[src/logic/ir_port_pkg.sv]
// Shared constants and types for the infrared port control block
package ir_port_pkg;

  // ****************************************************************
  // Register indices and reset values
  // ****************************************************************
  localparam logic [1:0] PRIMARY_IDX = 2'h0;
  localparam logic [1:0] SECONDARY_IDX = 2'h1;
  localparam logic [1:0] STATUS_IDX = 2'h2;
  localparam logic [7:0] PRIMARY_RESET = 8'h00;
  localparam logic [7:0] SECONDARY_RESET = 8'h00;
  localparam logic [7:0] SECONDARY_RW_MASK = 8'h7f;

  // ****************************************************************
  // Carrier prediction and timer sizes
  // ****************************************************************
  localparam int GAP_W = 5;
  localparam logic [GAP_W-1:0] CARRIER_PERIOD = 5'h10;
  localparam logic [GAP_W-1:0] TOL_NARROW = 5'h03;
  localparam logic [GAP_W-1:0] TOL_WIDE = 5'h04;
  localparam logic [GAP_W-1:0] GAP_MAX = 5'h1f;
  localparam int PULSE_TIMER_W = 16;

  // ****************************************************************
  // Types
  // ****************************************************************
  typedef struct packed {
    logic tx_queue_enable;
    logic rx_queue_enable;
    logic modulation_enable;
    logic carrier_detect_enable;
    logic [1:0] pulse_trigger_polarity;
    logic [1:0] edge_tolerance_select;
  } primary_t;

  typedef struct packed {
    logic reserved;
    logic overflow_load_disable;
    logic loopback_store;
    logic carrier_sense_invert;
    logic [3:0] other_store;
  } secondary_t;

  typedef struct packed {
    logic level;
    logic [PULSE_TIMER_W-1:0] width;
  } rx_entry_t;

  typedef enum logic {TX_IDLE, TX_SEND} tx_state_t;

endpackage : ir_port_pkg

[src/logic/ir_port_control.sv]
// Infrared port control: registers, queues, modulator and demodulator
// How it works
// - Clearing transmit queue enable disables and zeroes the transmit queue.
// - Clearing receive queue enable disables and zeroes the receive queue.
// - Without carrier keying the pin carries plain data levels.
// - With carrier keying a mark toggles the pin, a space stays quiet.
// - Polarity bit chooses whether ones or zeros become marks or highs.
// - Without carrier detection the receive pin is taken as plain levels.
// - With carrier detection toggling means mark, quiet means space, polarity applied.
// - Trigger field picks none, falling, rising or both demodulated edges.
// - Each selected edge ends the running width measurement and starts another.
// - Tolerance field sets window around 16 clocks: 3/3, 4/3, 3/4, 4/4.
// - After a burst's first rise, later rises must fall in window, else absent.
// - Timer overflow loads ones plus line level unless overflow loading is off.
// - Unmodulated idle pin rests low, or high when polarity is inverted.
//
// Decided for this implementation: the plain strobed port and the register offsets.

// ****************************************************************
// Two-entry buffer with flush
// ****************************************************************
module ir_pair_buffer #(
  parameter int W = 1
) (
  input wire logic mclk_in,
  input wire logic rst_n_in,
  input wire logic flush_in,
  input wire logic in_valid_in,
  input wire logic [W-1:0] in_data_in,
  output logic in_ready_out,
  output logic out_valid_out,
  output logic [W-1:0] out_data_out,
  input wire logic out_ready_in
);
  logic [1:0][W-1:0] mem_q, mem_d;
  logic [1:0] cnt_q, cnt_d;
  logic ready_q, ready_d;
  logic valid_q, valid_d;
  always_comb begin
    mem_d = mem_q;
    cnt_d = cnt_q;
    if (valid_q && out_ready_in) begin
      mem_d[0] = mem_q[1];
      mem_d[1] = '0;
      cnt_d = cnt_q - 2'h1;
    end
    if (in_valid_in && ready_q) begin
      mem_d[cnt_d[0]] = in_data_in;
      cnt_d = cnt_d + 2'h1;
    end
    if (flush_in) begin
      mem_d = '0;
      cnt_d = 2'h0;
    end
    ready_d = !flush_in && (cnt_d != 2'h2);
    valid_d = (cnt_d != 2'h0);
  end
  always_ff @(posedge mclk_in) begin
    if (!rst_n_in) begin
      mem_q <= '0;
      cnt_q <= 2'h0;
      ready_q <= 1'b0;
      valid_q <= 1'b0;
    end else begin
      mem_q <= mem_d;
      cnt_q <= cnt_d;
      ready_q <= ready_d;
      valid_q <= valid_d;
    end
  end
  assign in_ready_out = ready_q;
  assign out_valid_out = valid_q;
  assign out_data_out = mem_q[0];
endmodule : ir_pair_buffer

// ****************************************************************
// Top level
// ****************************************************************
module ir_port_control #(
  parameter int BIT_CYCLES = 32,
  parameter int CARRIER_HALF = 8
) (
  input wire logic mclk_in,
  input wire logic rst_n_in,
  input wire logic [1:0] addr_in,
  input wire logic [7:0] wdata_in,
  input wire logic wr_in,
  input wire logic rd_in,
  output logic [7:0] rdata_out,
  input wire logic tx_valid_in,
  input wire logic tx_data_in,
  output logic tx_ready_out,
  output logic rx_valid_out,
  output ir_port_pkg::rx_entry_t rx_data_out,
  input wire logic rx_ready_in,
  input wire logic rx_pin_in,
  output logic infrared_out_pin_out
);

  // ****************************************************************
  // Register file
  // ****************************************************************
  ir_port_pkg::primary_t primary_q, primary_d;
  ir_port_pkg::secondary_t secondary_q, secondary_d;
  logic [7:0] rdata_q, rdata_d;
  logic rx_dropped_q, rx_dropped_d;
  ir_port_pkg::tx_state_t tx_state_q, tx_state_d;
  logic pin_q, pin_d;
  logic carrier_q, carrier_d;
  logic rx_line_level_q, rx_line_level_d;
  logic rx_push;
  logic rx_in_ready;
  always_comb begin
    primary_d = primary_q;
    secondary_d = secondary_q;
    rdata_d = 8'h00;
    if (wr_in && addr_in == ir_port_pkg::PRIMARY_IDX) begin
      primary_d = wdata_in;
    end
    if (wr_in && addr_in == ir_port_pkg::SECONDARY_IDX) begin
      secondary_d = wdata_in & ir_port_pkg::SECONDARY_RW_MASK;
    end
    if (rd_in) begin
      case (addr_in)
        ir_port_pkg::PRIMARY_IDX: rdata_d = primary_q;
        ir_port_pkg::SECONDARY_IDX: rdata_d = secondary_q & ir_port_pkg::SECONDARY_RW_MASK;
        ir_port_pkg::STATUS_IDX: rdata_d = {3'h0, tx_state_q == ir_port_pkg::TX_SEND, pin_q,
                                            rx_line_level_q, carrier_q, rx_dropped_q};
        default: rdata_d = 8'h00;
      endcase
    end
    // A drop seen as the queue is switched off still counts
    rx_dropped_d = (rx_dropped_q && primary_q.rx_queue_enable) || (rx_push && !rx_in_ready);
  end
  always_ff @(posedge mclk_in) begin
    if (!rst_n_in) begin
      primary_q <= ir_port_pkg::PRIMARY_RESET;
      secondary_q <= ir_port_pkg::SECONDARY_RESET;
      rdata_q <= 8'h00;
      rx_dropped_q <= 1'b0;
    end else begin
      primary_q <= primary_d;
      secondary_q <= secondary_d;
      rdata_q <= rdata_d;
      rx_dropped_q <= rx_dropped_d;
    end
  end
  assign rdata_out = rdata_q;
  // ****************************************************************
  // Queues
  // ****************************************************************
  logic tx_head_valid;
  logic tx_head_data;
  logic tx_pop;
  ir_port_pkg::rx_entry_t rx_entry;
  ir_pair_buffer #(.W(1)) tx_queue (
    .mclk_in(mclk_in),
    .rst_n_in(rst_n_in),
    .flush_in(!primary_q.tx_queue_enable),
    .in_valid_in(tx_valid_in),
    .in_data_in(tx_data_in),
    .in_ready_out(tx_ready_out),
    .out_valid_out(tx_head_valid),
    .out_data_out(tx_head_data),
    .out_ready_in(tx_pop)
  );
  // Pin side cannot stall: a full queue drops and flags it
  ir_pair_buffer #(.W(1 + ir_port_pkg::PULSE_TIMER_W)) rx_queue (
    .mclk_in(mclk_in),
    .rst_n_in(rst_n_in),
    .flush_in(!primary_q.rx_queue_enable),
    .in_valid_in(rx_push),
    .in_data_in(rx_entry),
    .in_ready_out(rx_in_ready),
    .out_valid_out(rx_valid_out),
    .out_data_out(rx_data_out),
    .out_ready_in(rx_ready_in)
  );

  // ****************************************************************
  // Transmitter
  // ****************************************************************
  logic tx_bit_q, tx_bit_d;
  logic [15:0] bit_cnt_q, bit_cnt_d;
  logic [7:0] car_cnt_q, car_cnt_d;
  logic tx_level;
  logic bit_end;
  logic tx_mark;
  always_comb begin
    tx_state_d = tx_state_q;
    tx_bit_d = tx_bit_q;
    bit_cnt_d = bit_cnt_q;
    car_cnt_d = car_cnt_q;
    pin_d = pin_q;
    tx_pop = 1'b0;
    tx_level = tx_bit_q ^ secondary_q.carrier_sense_invert;
    bit_end = (bit_cnt_q == 16'(BIT_CYCLES - 1));
    tx_mark = (tx_state_q == ir_port_pkg::TX_SEND) && primary_q.modulation_enable && tx_level;
    case (tx_state_q)
      ir_port_pkg::TX_IDLE: begin
        pin_d = primary_q.modulation_enable ? 1'b0 : secondary_q.carrier_sense_invert;
        car_cnt_d = 8'h00;
        if (tx_head_valid) begin
          tx_pop = 1'b1;
          tx_bit_d = tx_head_data;
          bit_cnt_d = 16'h0000;
          tx_state_d = ir_port_pkg::TX_SEND;
        end
      end
      ir_port_pkg::TX_SEND: begin
        bit_cnt_d = bit_cnt_q + 16'h0001;
        if (!primary_q.modulation_enable) begin
          pin_d = tx_level;
          car_cnt_d = 8'h00;
        end else if (tx_level) begin
          if (car_cnt_q == 8'(CARRIER_HALF - 1)) begin
            car_cnt_d = 8'h00;
            pin_d = !pin_q;
          end else begin
            car_cnt_d = car_cnt_q + 8'h01;
          end
        end else begin
          pin_d = 1'b0;
          car_cnt_d = 8'h00;
        end
        if (bit_end) begin
          bit_cnt_d = 16'h0000;
          if (tx_head_valid) begin
            tx_pop = 1'b1;
            tx_bit_d = tx_head_data;
          end else begin
            tx_state_d = ir_port_pkg::TX_IDLE;
          end
        end
      end
      default: tx_state_d = ir_port_pkg::TX_IDLE;
    endcase
  end
  always_ff @(posedge mclk_in) begin
    if (!rst_n_in) begin
      tx_state_q <= ir_port_pkg::TX_IDLE;
      tx_bit_q <= 1'b0;
      bit_cnt_q <= 16'h0000;
      car_cnt_q <= 8'h00;
      pin_q <= 1'b0;
    end else begin
      tx_state_q <= tx_state_d;
      tx_bit_q <= tx_bit_d;
      bit_cnt_q <= bit_cnt_d;
      car_cnt_q <= car_cnt_d;
      pin_q <= pin_d;
    end
  end
  assign infrared_out_pin_out = pin_q;
  // ****************************************************************
  // Receiver: carrier detect, edge select, pulse timer
  // ****************************************************************
  function automatic logic [ir_port_pkg::GAP_W-1:0] win_limit(input logic wide);
    win_limit = wide ? ir_port_pkg::TOL_WIDE : ir_port_pkg::TOL_NARROW;
  endfunction : win_limit
  logic rx_prev_q, rx_prev_d;
  logic [ir_port_pkg::GAP_W-1:0] gap_q, gap_d;
  logic [ir_port_pkg::GAP_W-1:0] lower;
  logic [ir_port_pkg::GAP_W-1:0] upper;
  logic level_prev_q, level_prev_d;
  logic [ir_port_pkg::PULSE_TIMER_W-1:0] timer_q, timer_d;
  logic rx_rise;
  logic edge_hit;
  logic timer_ovf;
  always_comb begin
    rx_prev_d = rx_pin_in;
    rx_rise = rx_pin_in && !rx_prev_q;
    lower = ir_port_pkg::CARRIER_PERIOD - win_limit(primary_q.edge_tolerance_select[0]);
    upper = ir_port_pkg::CARRIER_PERIOD + win_limit(primary_q.edge_tolerance_select[1]);
    gap_d = (gap_q == ir_port_pkg::GAP_MAX) ? gap_q : gap_q + 5'h01;
    carrier_d = carrier_q;
    if (rx_rise) begin
      gap_d = 5'h01;
      // An off-window rise drops the carrier; the next rise restarts it
      carrier_d = !carrier_q || (gap_q >= lower && gap_q <= upper);
    end else if (gap_q > upper) begin
      carrier_d = 1'b0;
    end
    rx_line_level_d = (primary_q.carrier_detect_enable ? carrier_q : rx_pin_in)
                      ^ secondary_q.carrier_sense_invert;
    level_prev_d = rx_line_level_q;
    edge_hit = (primary_q.pulse_trigger_polarity[0] && level_prev_q && !rx_line_level_q)
            || (primary_q.pulse_trigger_polarity[1] && !level_prev_q && rx_line_level_q);
    timer_ovf = 1'b0;
    rx_push = 1'b0;
    rx_entry = '0;
    timer_d = timer_q + 16'h0001;
    if (primary_q.pulse_trigger_polarity == 2'h0) begin
      timer_d = 16'h0000;
    end else if (edge_hit) begin
      rx_push = primary_q.rx_queue_enable;
      rx_entry = {level_prev_q, timer_q};
      timer_d = 16'h0000;
    end else if (timer_q == '1) begin
      timer_ovf = 1'b1;
      rx_push = primary_q.rx_queue_enable && !secondary_q.overflow_load_disable;
      rx_entry = {rx_line_level_q, timer_q};
      timer_d = 16'h0000;
    end
  end
  always_ff @(posedge mclk_in) begin
    if (!rst_n_in) begin
      rx_prev_q <= 1'b0;
      gap_q <= ir_port_pkg::GAP_MAX;
      carrier_q <= 1'b0;
      rx_line_level_q <= 1'b0;
      level_prev_q <= 1'b0;
      timer_q <= 16'h0000;
    end else begin
      rx_prev_q <= rx_prev_d;
      gap_q <= gap_d;
      carrier_q <= carrier_d;
      rx_line_level_q <= rx_line_level_d;
      level_prev_q <= level_prev_d;
      timer_q <= timer_d;
    end
  end
  // ****************************************************************
  // Checks
  // ****************************************************************
  a_txq_flush_ready: assert property (@(posedge mclk_in) disable iff (!rst_n_in)
    !primary_q.tx_queue_enable |=> !tx_ready_out)
    else $error("tx queue ready while disabled");
  a_rxq_flush_empty: assert property (@(posedge mclk_in) disable iff (!rst_n_in)
    !primary_q.rx_queue_enable |=> !rx_valid_out && rx_data_out == '0)
    else $error("rx queue not cleared while disabled");
  a_plain_tx_level: assert property (@(posedge mclk_in) disable iff (!rst_n_in)
    tx_state_q == ir_port_pkg::TX_SEND && !primary_q.modulation_enable
    |=> pin_q == ($past(tx_bit_q) ^ $past(secondary_q.carrier_sense_invert)))
    else $error("plain tx level wrong");
  a_mark_toggles: assert property (@(posedge mclk_in) disable iff (!rst_n_in)
    tx_mark && car_cnt_q == 8'(CARRIER_HALF - 1) |=> pin_q != $past(pin_q))
    else $error("mark carrier did not toggle");
  a_space_quiet: assert property (@(posedge mclk_in) disable iff (!rst_n_in)
    tx_state_q == ir_port_pkg::TX_SEND && primary_q.modulation_enable && !tx_level
    |=> !pin_q)
    else $error("space not quiet");
  a_idle_rest: assert property (@(posedge mclk_in) disable iff (!rst_n_in)
    tx_state_q == ir_port_pkg::TX_IDLE && !primary_q.modulation_enable
    |=> pin_q == $past(secondary_q.carrier_sense_invert))
    else $error("idle level wrong");
  a_raw_rx_level: assert property (@(posedge mclk_in) disable iff (!rst_n_in)
    !primary_q.carrier_detect_enable
    |=> rx_line_level_q == ($past(rx_pin_in) ^ $past(secondary_q.carrier_sense_invert)))
    else $error("raw rx level wrong");
  a_carrier_lost: assert property (@(posedge mclk_in) disable iff (!rst_n_in)
    carrier_q && !rx_rise && gap_q > upper |=> !carrier_q)
    else $error("carrier kept past window");
  a_carrier_window: assert property (@(posedge mclk_in) disable iff (!rst_n_in)
    carrier_q && rx_rise && (gap_q < lower || gap_q > upper) |=> !carrier_q)
    else $error("off-window rise accepted");
  a_edge_restart: assert property (@(posedge mclk_in) disable iff (!rst_n_in)
    edge_hit && primary_q.pulse_trigger_polarity != 2'h0 |=> timer_q == 16'h0000)
    else $error("timer not restarted on edge");
  a_ovf_load: assert property (@(posedge mclk_in) disable iff (!rst_n_in)
    timer_ovf |-> rx_push == (primary_q.rx_queue_enable && !secondary_q.overflow_load_disable)
      && rx_entry.width == '1)
    else $error("overflow load wrong");
  a_reserved_zero: assert property (@(posedge mclk_in) disable iff (!rst_n_in)
    rd_in && addr_in == ir_port_pkg::SECONDARY_IDX |=> !rdata_out[7])
    else $error("reserved bit read nonzero");
endmodule : ir_port_control

[config.mk]
export PLATFORM = sky130hd
export DESIGN_NAME = ir_port_control
export DESIGN_NICKNAME = d
export VERILOG_FILES = /design/src/logic/ir_port_pkg.sv /design/src/logic/ir_port_control.sv
export SDC_FILE = /design/constraint.sdc
export NUM_CORES = 1
export LEC_CHECK = 0
export BUFFER_PORTS_ARGS = -buffer_cell sky130_fd_sc_hd__buf_2
export CORE_MARGIN = 2
export CORE_UTILIZATION = 30
export DETAILED_ROUTE_END_ITERATION = 6
export MAX_ROUTING_LAYER = met4
export PLACE_DENSITY = 0.44
export SLEW_MARGIN = 5
export SYNTH_ARGS = -nofsm -noshare
export SYNTH_HDL_FRONTEND = slang
export SYNTH_SLANG_ARGS = --single-unit
[constraint.sdc]
create_clock -name mclk_in -period 2.3 [get_ports mclk_in]
set_clock_uncertainty 0.1 [all_clocks]
set_input_delay 0.115 -clock mclk_in [delete_from_list [all_inputs] [get_ports mclk_in]]
set_output_delay 0.115 -clock mclk_in [all_outputs]
set_load 0.01 [all_outputs]
Yosys cells after proc, flatten, opt, wreduce, memory -nomap -nowiden:

Cells that the tools add are included.

* reduce and logical (&&, ||, !) cells: 39
* multiplexer cells: 50
* magnitude comparators: 7
* eq/ne operators: 12
* add/subtract/negate cells: 10
* bitwise operators: 4

Operators with widths (number)
* 2-to-1 mux 17 bit: 4
* 2-to-1 mux 34 bit: 2
* bitwise mux 34 bit: 1
* adder 16 x 1 -> 16 bit (second input constant): 2
* 2-to-1 mux 16 bit: 2
* one-hot mux 16 bit (2 select lines): 1
* 2-to-1 mux 8 bit: 3
* one-hot mux 8 bit (3 select lines): 1
* logical AND 1 bit: 19
* demux 17 bit (select 1 bit): 1
* == test 16 bit (second input constant): 1
* == test 16 x 5 -> 1 bit (second input constant): 1
* 2-to-1 mux 1 bit: 16
* 2-to-1 mux 2 bit: 8
* one-hot mux 8 bit (2 select lines): 1
* 2-to-1 mux 5 bit: 2
* adder 8 x 1 -> 8 bit (second input constant): 1
* == test 8 x 3 -> 1 bit (second input constant): 1
* one-hot mux 1 bit (2 select lines): 4
* zero test 1 bit: 7
* 2-to-1 mux 3 bit: 2
* != test 2 bit (second input constant): 3
* AND reduction 2 bit: 3
* nonzero test 2 bit: 3
* 23 further kinds: 33

* word-level logic and storage cells: 156
* bits in registers: 120

Depth between registers and ports, before layout:

Gate-level depths: netlist (run 1).

* word-level depth: 11
* mapped depth: 8
* depth with buffers taken out: 7

By module:

From an unflattened synthesis (run 1), not the netlist that was laid out.

* cells, all modules: 665
* area total of the unflattened synthesis: 5886.9 um2

Modules (own cells, without submodules)
* ir_port_control: area an instance 3614.7 um2, times used 1, seq. area each 1521.5 um2, cells each 412
* ir_pair_buffer at rx_queue: area an instance 1929.4 um2, times used 1, seq. area each 760.7 um2, cells each 212
* ir_pair_buffer at tx_queue: area an instance 342.8 um2, times used 1, seq. area each 120.1 um2, cells each 41

Worst setup path before layout (run 1):

No wires, ideal clock.

* kind: register to register
* start point: reg bit_cnt_q[8]
* end point: reg tx_queue.mem_q, in the netlist tx_queue.out_data_out
* setup slack: -19 ps
* period minus slack after synthesis: 2319 ps
* data required time: 2078 ps
* stages on the path, launching flop included: 7
* library setup time: 122 ps
* buffers on the path: 1
* arrival: 2097 ps
* cells stage by stage: dfxtp_1 buf_6 or4_4 o41ai_4 nand2_4 xnor2_2 o311a_1

* cells in the longest elaborated chain, start to end: 11
* elaborated cells on any way between the ends: 13

Ends and longest elaborated chain
* from (decl): line ir_port_control.sv:184 `logic [15:0] bit_cnt_q, bit_cnt_d;`
* from (signal assigned): line ir_port_control.sv:249 `bit_cnt_q <= bit_cnt_d;`
* == test 16 x 5 -> 1 bit (*): line ir_port_control.sv:197 `bit_end = (bit_cnt_q == 16'(BIT_CYCLES - 1));`
* 2-to-1 mux 1 bit (*): line ir_port_control.sv:226 `if (bit_end) begin`
* one-hot mux 1 bit (2 select lines) (*): line ir_port_control.sv:199 `case (tx_state_q)`
* logical AND 1 bit (*): line ir_port_control.sv:42 `if (valid_q && out_ready_in) begin`
* 2-to-1 mux 2 bit: line ir_port_control.sv:42
* < comparator 1 x 2 -> 1 bit (implied by the code) or >= comparator 1 bit (tied branches): line ir_port_control.sv:48 `mem_d[cnt_d[0]] = in_data_in;`
* logical AND 1 bit (implied by the code): line ir_port_control.sv:48
* 2-to-1 mux 1 bit (implied by the code): line ir_port_control.sv:48
* demux 1 bit (select 1 bit)
* bitwise mux 2 bit: line ir_port_control.sv:48
* 2-to-1 mux 2 bit (*): line ir_port_control.sv:47 `if (in_valid_in && ready_q) begin`
* to (signal assigned): line ir_port_control.sv:65 `mem_q <= mem_d;`
* to (decl): line ir_port_control.sv:35 `logic [1:0][W-1:0] mem_q, mem_d;`

Mark *: on every way between the ends. The rest lies on a longest branch, timed or not.
A chain may end at the register's enable or synchronous reset.

Final worst setup path (run 1):

* start point: reg bit_cnt_q[6]
* end point: reg tx_queue.cnt_q[1]

* cells in the longest elaborated chain, start to end: 8

Ends and longest elaborated chain
* == test 16 x 5 -> 1 bit (*): line ir_port_control.sv:197
* 2-to-1 mux 1 bit (*): line ir_port_control.sv:226
* one-hot mux 1 bit (2 select lines) (*): line ir_port_control.sv:199
* logical AND 1 bit (*): line ir_port_control.sv:42
* 2-to-1 mux 2 bit (*): line ir_port_control.sv:42
* adder 2 x 1 -> 2 bit: line ir_port_control.sv:49 `cnt_d = cnt_d + 2'h1;`
* 2-to-1 mux 2 bit (*): line ir_port_control.sv:47
* 2-to-1 mux 2 bit (*): line ir_port_control.sv:51 `if (flush_in) begin`
* to (signal assigned): line ir_port_control.sv:66 `cnt_q <= cnt_d;`
* to (decl): line ir_port_control.sv:36 `logic [1:0] cnt_q, cnt_d;`

Marks and branches as above.

==> impl_metrics.yaml, run 1 <==
critical_path:
  endpoint: "tx_queue.cnt_q[1]$_SDFF_PN0_"
  crit_path_max_fanout: 7
  crit_cells: 6
  slowest_stage: "or4_4"
  cp-end-kind: "flip-flop"
  worstSetupStartpointType: "flip-flop"
  path_buf_inv: 1
  critPathKind: "flip-flop to flip-flop"
  rrSetupSlack_ns: 0.13
  critical-path-top-delay-family: "simple AND/OR/NAND/NOR gates"
  cp.arrival_ns: 2.40
  critPathMaxStageDelay_ns: 0.56
  crit_top_cell: "nor3_1"
  cp_cell_sequence: "or4_4, o41ai_4, buf_4, and4_1, nor3_1, nor3_1"
  reg2regPathDepth: 6
  crit_start: "bit_cnt_q[6]$_SDFFE_PN0P_"
  r2r_end: "tx_queue.cnt_q[1]$_SDFF_PN0_"
  rr_startpoint: "bit_cnt_q[6]$_SDFFE_PN0P_"
  cp.required_ns: 2.53
placed_design:
  place_congestion: 0.771
  dp_hpwl_um: 9420
  io_buffers: 45
clocking:
  cts_root_buf: "clkbuf_16"
  post_cts.repair.setup_buffers: 0
  clkLatencyLatePin_ns: 0.41
  clkTransAtPathRegs_ns: 0.05
  clockBufferDepth: 2
  cts_tree: "done"
  numCtsBuffers: 17
  htreeDepth: 4
  cts.sinks: 120
power_and_ir_drop:
  power_frac_seq_pct: 40.9
  leakage_nw: 2.75
  switching_share_pct: 21.6
  power_frac_comb_pct: 4.9
  vdd_ir_drop_max_mv: 0.471
  switching_power_w: 0.00114
  power.internal_w: 0.00414
  clock_power_share_pct: 54.2
  power.density_nw_per_um2: 768
global_routing:
  antenna_found_initial: 0
  grt_pass1_vias: 4484
  grt_max_degree: 37
  grt_pass1_wl_um: 22800
  overflow: 0
  track_usage_pct: 14.8
layout:
  fin_util_pct: 38.0
  fin_nets: 699
  drive_gt1_share_pct: 19.7
  area_growth_pct: 23.6
  diodes: 0
timing:
  setup_viol_count_final: 0
  timing.hold.ws_ns: 0.0176
  worst_pin_slew_ns: 0.646
  rsz0062_at_grt: "no"
  hold_viol_final: 0
  drv_slew: 0
  finalSetupTns_ns: 0
  post-route-min-period_ns: 2.17
  finalCritPeriodShare_pct: 94.6
  fmax_mhz: 460
  max_slew_margin_pct: 56.8
logic_synthesis:
  synth_edf_count: 0
  synth_nets: 639
  syn-cell-area_um2: 5560
  yosys.cell_count.top_type: "dfxtp_1"
  yosys-top-cells-count: "dfxtp_1, nor2_1, a21oi_1, mux2i_1, nand3_1"
  async_reset_ff_share_pct: 0
  synth_top_area_share_pct: 43.2
  synth_ff_type: "dfxtp_1"
  netlist.top_cell.by_area: "dfxtp_1"
  ys_types: 65
  avgSynthCellArea_um2: 9.09
  synth_area_leaders: "dfxtp_1, mux2i_1, a21oi_1"
  ys_seq_area_share_pct: 43.2
  yosysWarningCount: 0
  ys_ff_latch: 120
  synthCells: 612
route:
  drc: 3
  drt_iter0_markers: 272
  vias: 4605
  wl_per_cell_um: 14.9
  first_pass_iters: 7
  viasPerCell: 5.04
  wl_um: 13600
  drtAntennaViolNets: 0
min_path:
  hold_depth: 2
  hp-class: "input port to flip-flop"
die:
  core-area_um2: 18100
  start_util_pct: 30.8
  die_h_um: 140
  die_x_um: 140
  dieArea_um2: 19600
  ios: 46
  num_rows: 49
run_status:
  violations: "DRC"
  status: "finished with violations"
job:
  drv_cap: 0
[metrics by stage]
step | area (um^2) | setup slack (ns) | power (W) | instances
2_1_floorplan | 5560 | 0.0205 | 0.00236 | 612
5_1_grt | 6880 | 0.00326 | 0.00547 | 914
6_report | 6880 | 0.125 | 0.00528 | 914
3_3_place_gp | 6090 | 0.156 | 0.00244 | 868
3_5_place_dp | 6090 | 0.130 | 0.00244 | 868
4_1_cts | 6870 | 0.111 | 0.00535 | 914
[cell type report]
cell class | instances | area, um^2
clock buffer | 21 | 470
clock inverter | 11 | 170
fill | 1789 | 11200
inverter | 10 | 37.5
multi-input combinational | 426 | 2810
sequential | 120 | 2400
tap | 229 | 287
timing repair buffer | 97 | 701
[logic make-up (layout without fill, tap and decap cells)]
group	after synthesis	in the layout	synth area share, %
and+or+nand+nor	214	214	19.7
AOI/OAI and AO/OA	131	131	16.2
DFF	120	120	43.2
buffers and inverters	66	139	6.43
muxes	41	41	7.45
xor gates and xnor gates	31	31	5.02
adders and majority gates	9	9	2.02
[power by group through the flow]
stage                     Clock (W)  Sequential [W]  Combinational [W]
after CTS                   0.00293         0.00216           0.000261
after floorplan                   0         0.00219           0.000172
after global placement            0         0.00220           0.000236
after detailed placement          0         0.00220           0.000240
final                       0.00286         0.00216           0.000257
after global routing        0.00301         0.00216           0.000292
[routing by layer]
layer	global-route usage, %	share of wire, %	up-vias
li1	-	-	2322
met1	19.2	50	2209
met2	23.0	46	61
met3	3.08	2.6	13
met4	5.05	1.4	0
met5	-	0	-
[worst reg2reg max path, cell delays in order, from the launching register on]
cell and delay [ns]:
dfxtp_1 0.33, or4_4 0.56, o41ai_4 0.44, buf_4 0.21, and4_1 0.22, nor3_1 0.05
nor3_1 0.17
[what timing repair did]
item	in CTS	in global routing
resized for setup	0	2
hold endpoints to repair	22	0
setup endpoints to repair	0	1
hold buffers	14	0
[worst min path at each step]
stage / from / to / slack (ns)
floorplan: rx_pin_in / rx_prev_q$_SDFF_PN0_ / 0.14
global placement: rx_pin_in / rx_prev_q$_SDFF_PN0_ / 0.25
detailed placement: rx_pin_in / rx_prev_q$_SDFF_PN0_ / 0.26
CTS: addr_in[1] / rdata_out[7]$_SDFF_PN0_ / 0.004
global route: addr_in[1] / rdata_out[7]$_SDFF_PN0_ / 0.03
finish: addr_in[1] / rdata_out[7]$_SDFF_PN0_ / 0.02
[cell usage in the layout, fill, tap and decap left out, types with 14 or more instances in the layout]
cell / netlist / layout
nor2_1: 64 / 64
dfxtp_1: 120 / 118
clkbuf_16: 0 / 17
xor2_1: 20 / 20
a21oi_1: 51 / 51
buf_2: 6 / 45
mux2i_1: 38 / 38
buf_4: 17 / 34
nand3_1: 38 / 38
a22o_1: 17 / 17
a211oi_1: 18 / 18
nand2_1: 37 / 37
dlygate4sd3_1: 0 / 14
[registers in the layout (all words and copies together), names as in the netlist, 7 cells and up]
| register | flops |
|---|---|
| timer_q | 16 |
| rx_queue.mem_q | 17 |
| primary_q | 8 |
| rx_queue.out_data_out | 17 |
| car_cnt_q | 8 |
| bit_cnt_q | 16 |
| secondary_q | 7 |
| rdata_out | 8 |
(Power assumes the default switching activity.)
==> run 2: changes to the inputs <==
--- a/config.mk
+++ b/config.mk
@@ -6,11 +6,13 @@
 export NUM_CORES = 1
 export LEC_CHECK = 0
 export BUFFER_PORTS_ARGS = -buffer_cell sky130_fd_sc_hd__buf_2
+export CORE_ASPECT_RATIO = 1.4
 export CORE_MARGIN = 2
 export CORE_UTILIZATION = 30
 export DETAILED_ROUTE_END_ITERATION = 6
 export MAX_ROUTING_LAYER = met4
 export PLACE_DENSITY = 0.44
+export RECOVER_POWER = 25
 export SLEW_MARGIN = 5
 export SYNTH_ARGS = -nofsm -noshare
 export SYNTH_HDL_FRONTEND = slang
==> run 2 against run 1 <==
Cell count is 0.77% higher; sequential cell count unchanged; die area about the same; the run now ends clean; highest routed layer unchanged; first-iteration DRC count is 19% lower; largest power group unchanged; critical path type unchanged; fmax shrank 1.5%.
==> impl_metrics.yaml, run 2 (synthesis gave the netlist of run 1 again) <==
run_status:
  status: "finished, final reports clean"
route:
  first_pass_iters: 5
  wl_per_cell_um: 14.6
  drc: 0
  viasPerCell: 4.98
  wl_um: 13500
  drtAntennaViolNets: 0
  drt_iter0_markers: 220
  vias: 4588
clocking:
  clockBufferDepth: 2
  cts_tree: "done"
  cts.sinks: 120
  htreeDepth: 4
  numCtsBuffers: 17
  clkTransAtPathRegs_ns: 0.06
  cts_root_buf: "clkbuf_16"
  clkLatencyLatePin_ns: 0.42
critical_path:
  cp.arrival_ns: 2.41
  worstSetupStartpointType: "flip-flop"
  cp-end-kind: "flip-flop"
  cp_cell_sequence: "or4_4, o41ai_4, nand2_4, xnor2_2, o311a_1"
  rr_startpoint: "bit_cnt_q[9]$_SDFFE_PN0P_"
  critical-path-top-delay-family: "compound AO/OA/AOI/OAI gates"
  critPathMaxStageDelay_ns: 0.52
  crit_path_max_fanout: 8
  critPathKind: "flip-flop to flip-flop"
  crit_start: "bit_cnt_q[9]$_SDFFE_PN0P_"
  path_buf_inv: 0
  cp.required_ns: 2.51
  slowest_stage: "or4_4"
placed_design:
  pre_cts_ws_ns: 0.0494
  place_congestion: 0.763
  dp_hpwl_um: 9430
  io_buffers: 45
timing:
  hold_viol_final: 0
  drv_slew: 0
  rsz0062_at_grt: "yes"
  max_slew_margin_pct: 44.7
  finalCritPeriodShare_pct: 96.0
  fin_ws_ns: 0.0914
  fmax_mhz: 453
  worst_pin_slew_ns: 0.829
  setup_viol_count_final: 0
  post-route-min-period_ns: 2.21
layout:
  drive_gt1_share_pct: 15.0
  fin_nets: 697
  layout_common_cells: "dfxtp_1, nor2_1, a21oi_1, nand3_1, mux2i_1"
  diodes: 0
  fin_util_pct: 37.4
  layout_commonest_cell: "dfxtp_1"
  area_growth_pct: 21.6
global_routing:
  grtUsageMet1_pct: 17.0
  grt_max_degree: 37
  grt_pass1_wl_um: 22400
  antenna_found_initial: 0
  overflow: 0
  grt_pass1_vias: 4506
  grt_most_used_layer: "met2"
  grtUsageMet3_pct: 4.02
  grtUsageMet2_pct: 24.2
  track_usage_pct: 14.6
job:
  drv_cap: 0
die:
  core-area_um2: 18100
  dieArea_um2: 19700
  die_h_um: 165
  die_x_um: 119
  num_rows: 58
  start_util_pct: 30.8
  ios: 46
power_and_ir_drop:
  leakage_nw: 2.58
  power.density_nw_per_um2: 739
  vdd_ir_drop_max_mv: 0.398
min_path:
  hp-start: "addr_in[0]"
  hp-class: "input port to flip-flop"
-- run 2: changes by cell type in the layout (fill, tap and decap cells not counted), moves of 2 or more --
cell / change
clkbuf_1: +29
buf_2: -28
buf_4: -3
clkinv_2: +3
bufinv_16: -2
clkinv_4: -2
dfxtp_1: +2
dfxtp_2: -2
-- run 2: path summary, 6_finish.rpt --
kind                            depth (start not counted)                               end  slack (ns)
worst max-delay path                                    5  tx_queue.out_data_out$_SDFF_PN0_        0.09
worst min-delay path                                    2           rdata_out[7]$_SDFF_PN0_        0.02
worst max register to register                          5  tx_queue.out_data_out$_SDFF_PN0_        0.09
worst min register to register                          1           car_cnt_q[0]$_SDFF_PP0_        0.33
-- run 2: layout make-up --
type | instances | area (um^2)
Sequential cell | 120 | 2400
Timing Repair Buffer | 95 | 633
Multi-Input combinational cell | 426 | 2820
Fill cell | 1867 | 11300
Inverter | 10 | 37.5
Tap cell | 240 | 300
Clock inverter | 9 | 100
Clock buffer | 21 | 470
-- run 2: worst register-to-register path, stage by stage (launching register included) --
cell and delay (ns):
dfxtp_1 0.36, or4_4 0.52, o41ai_4 0.44, nand2_4 0.16, xnor2_2 0.18, o311a_1 0.33
-- run 2: routing by layer --
layer,vias to the layer above,wire length (um)
met1,2181,6330
met2,76,6440
met4,0,238
li1,2309,-
met5,-,0
met3,22,475
-- run 2: through the flow --
step	instances	power, W	cell area (um^2)	hold WS [ns]	setup TNS [ns]
final	921	0.00500	6760	0.0176	0
after global placement	877	0.00244	6070	0.251	0
after floorplan	612	0.00236	5560	0.137	0
after detailed placement	877	0.00244	6070	0.263	0
after CTS	920	0.00506	6770	0.0114	0
after global routing	921	0.00520	6760	0.0193	-0.00406
-- run 2: report_power, final --
| part | total [W] | switching [W] | internal [W] |
|---|---|---|---|
| sequential | 0.00216 | 0.0000401 | 0.00212 |
| clock | 0.00258 | 0.000930 | 0.00165 |
| combinational | 0.000254 | 0.000132 | 0.000122 |
-- run 2: repair_timing --
action                                  4_1_cts  5_1_grt
buffers inserted                              0        1
endpoints found under the setup margin        0       20
hold buffers                                 13        0
resized for setup                             0        4
hold endpoints to repair                     23        0
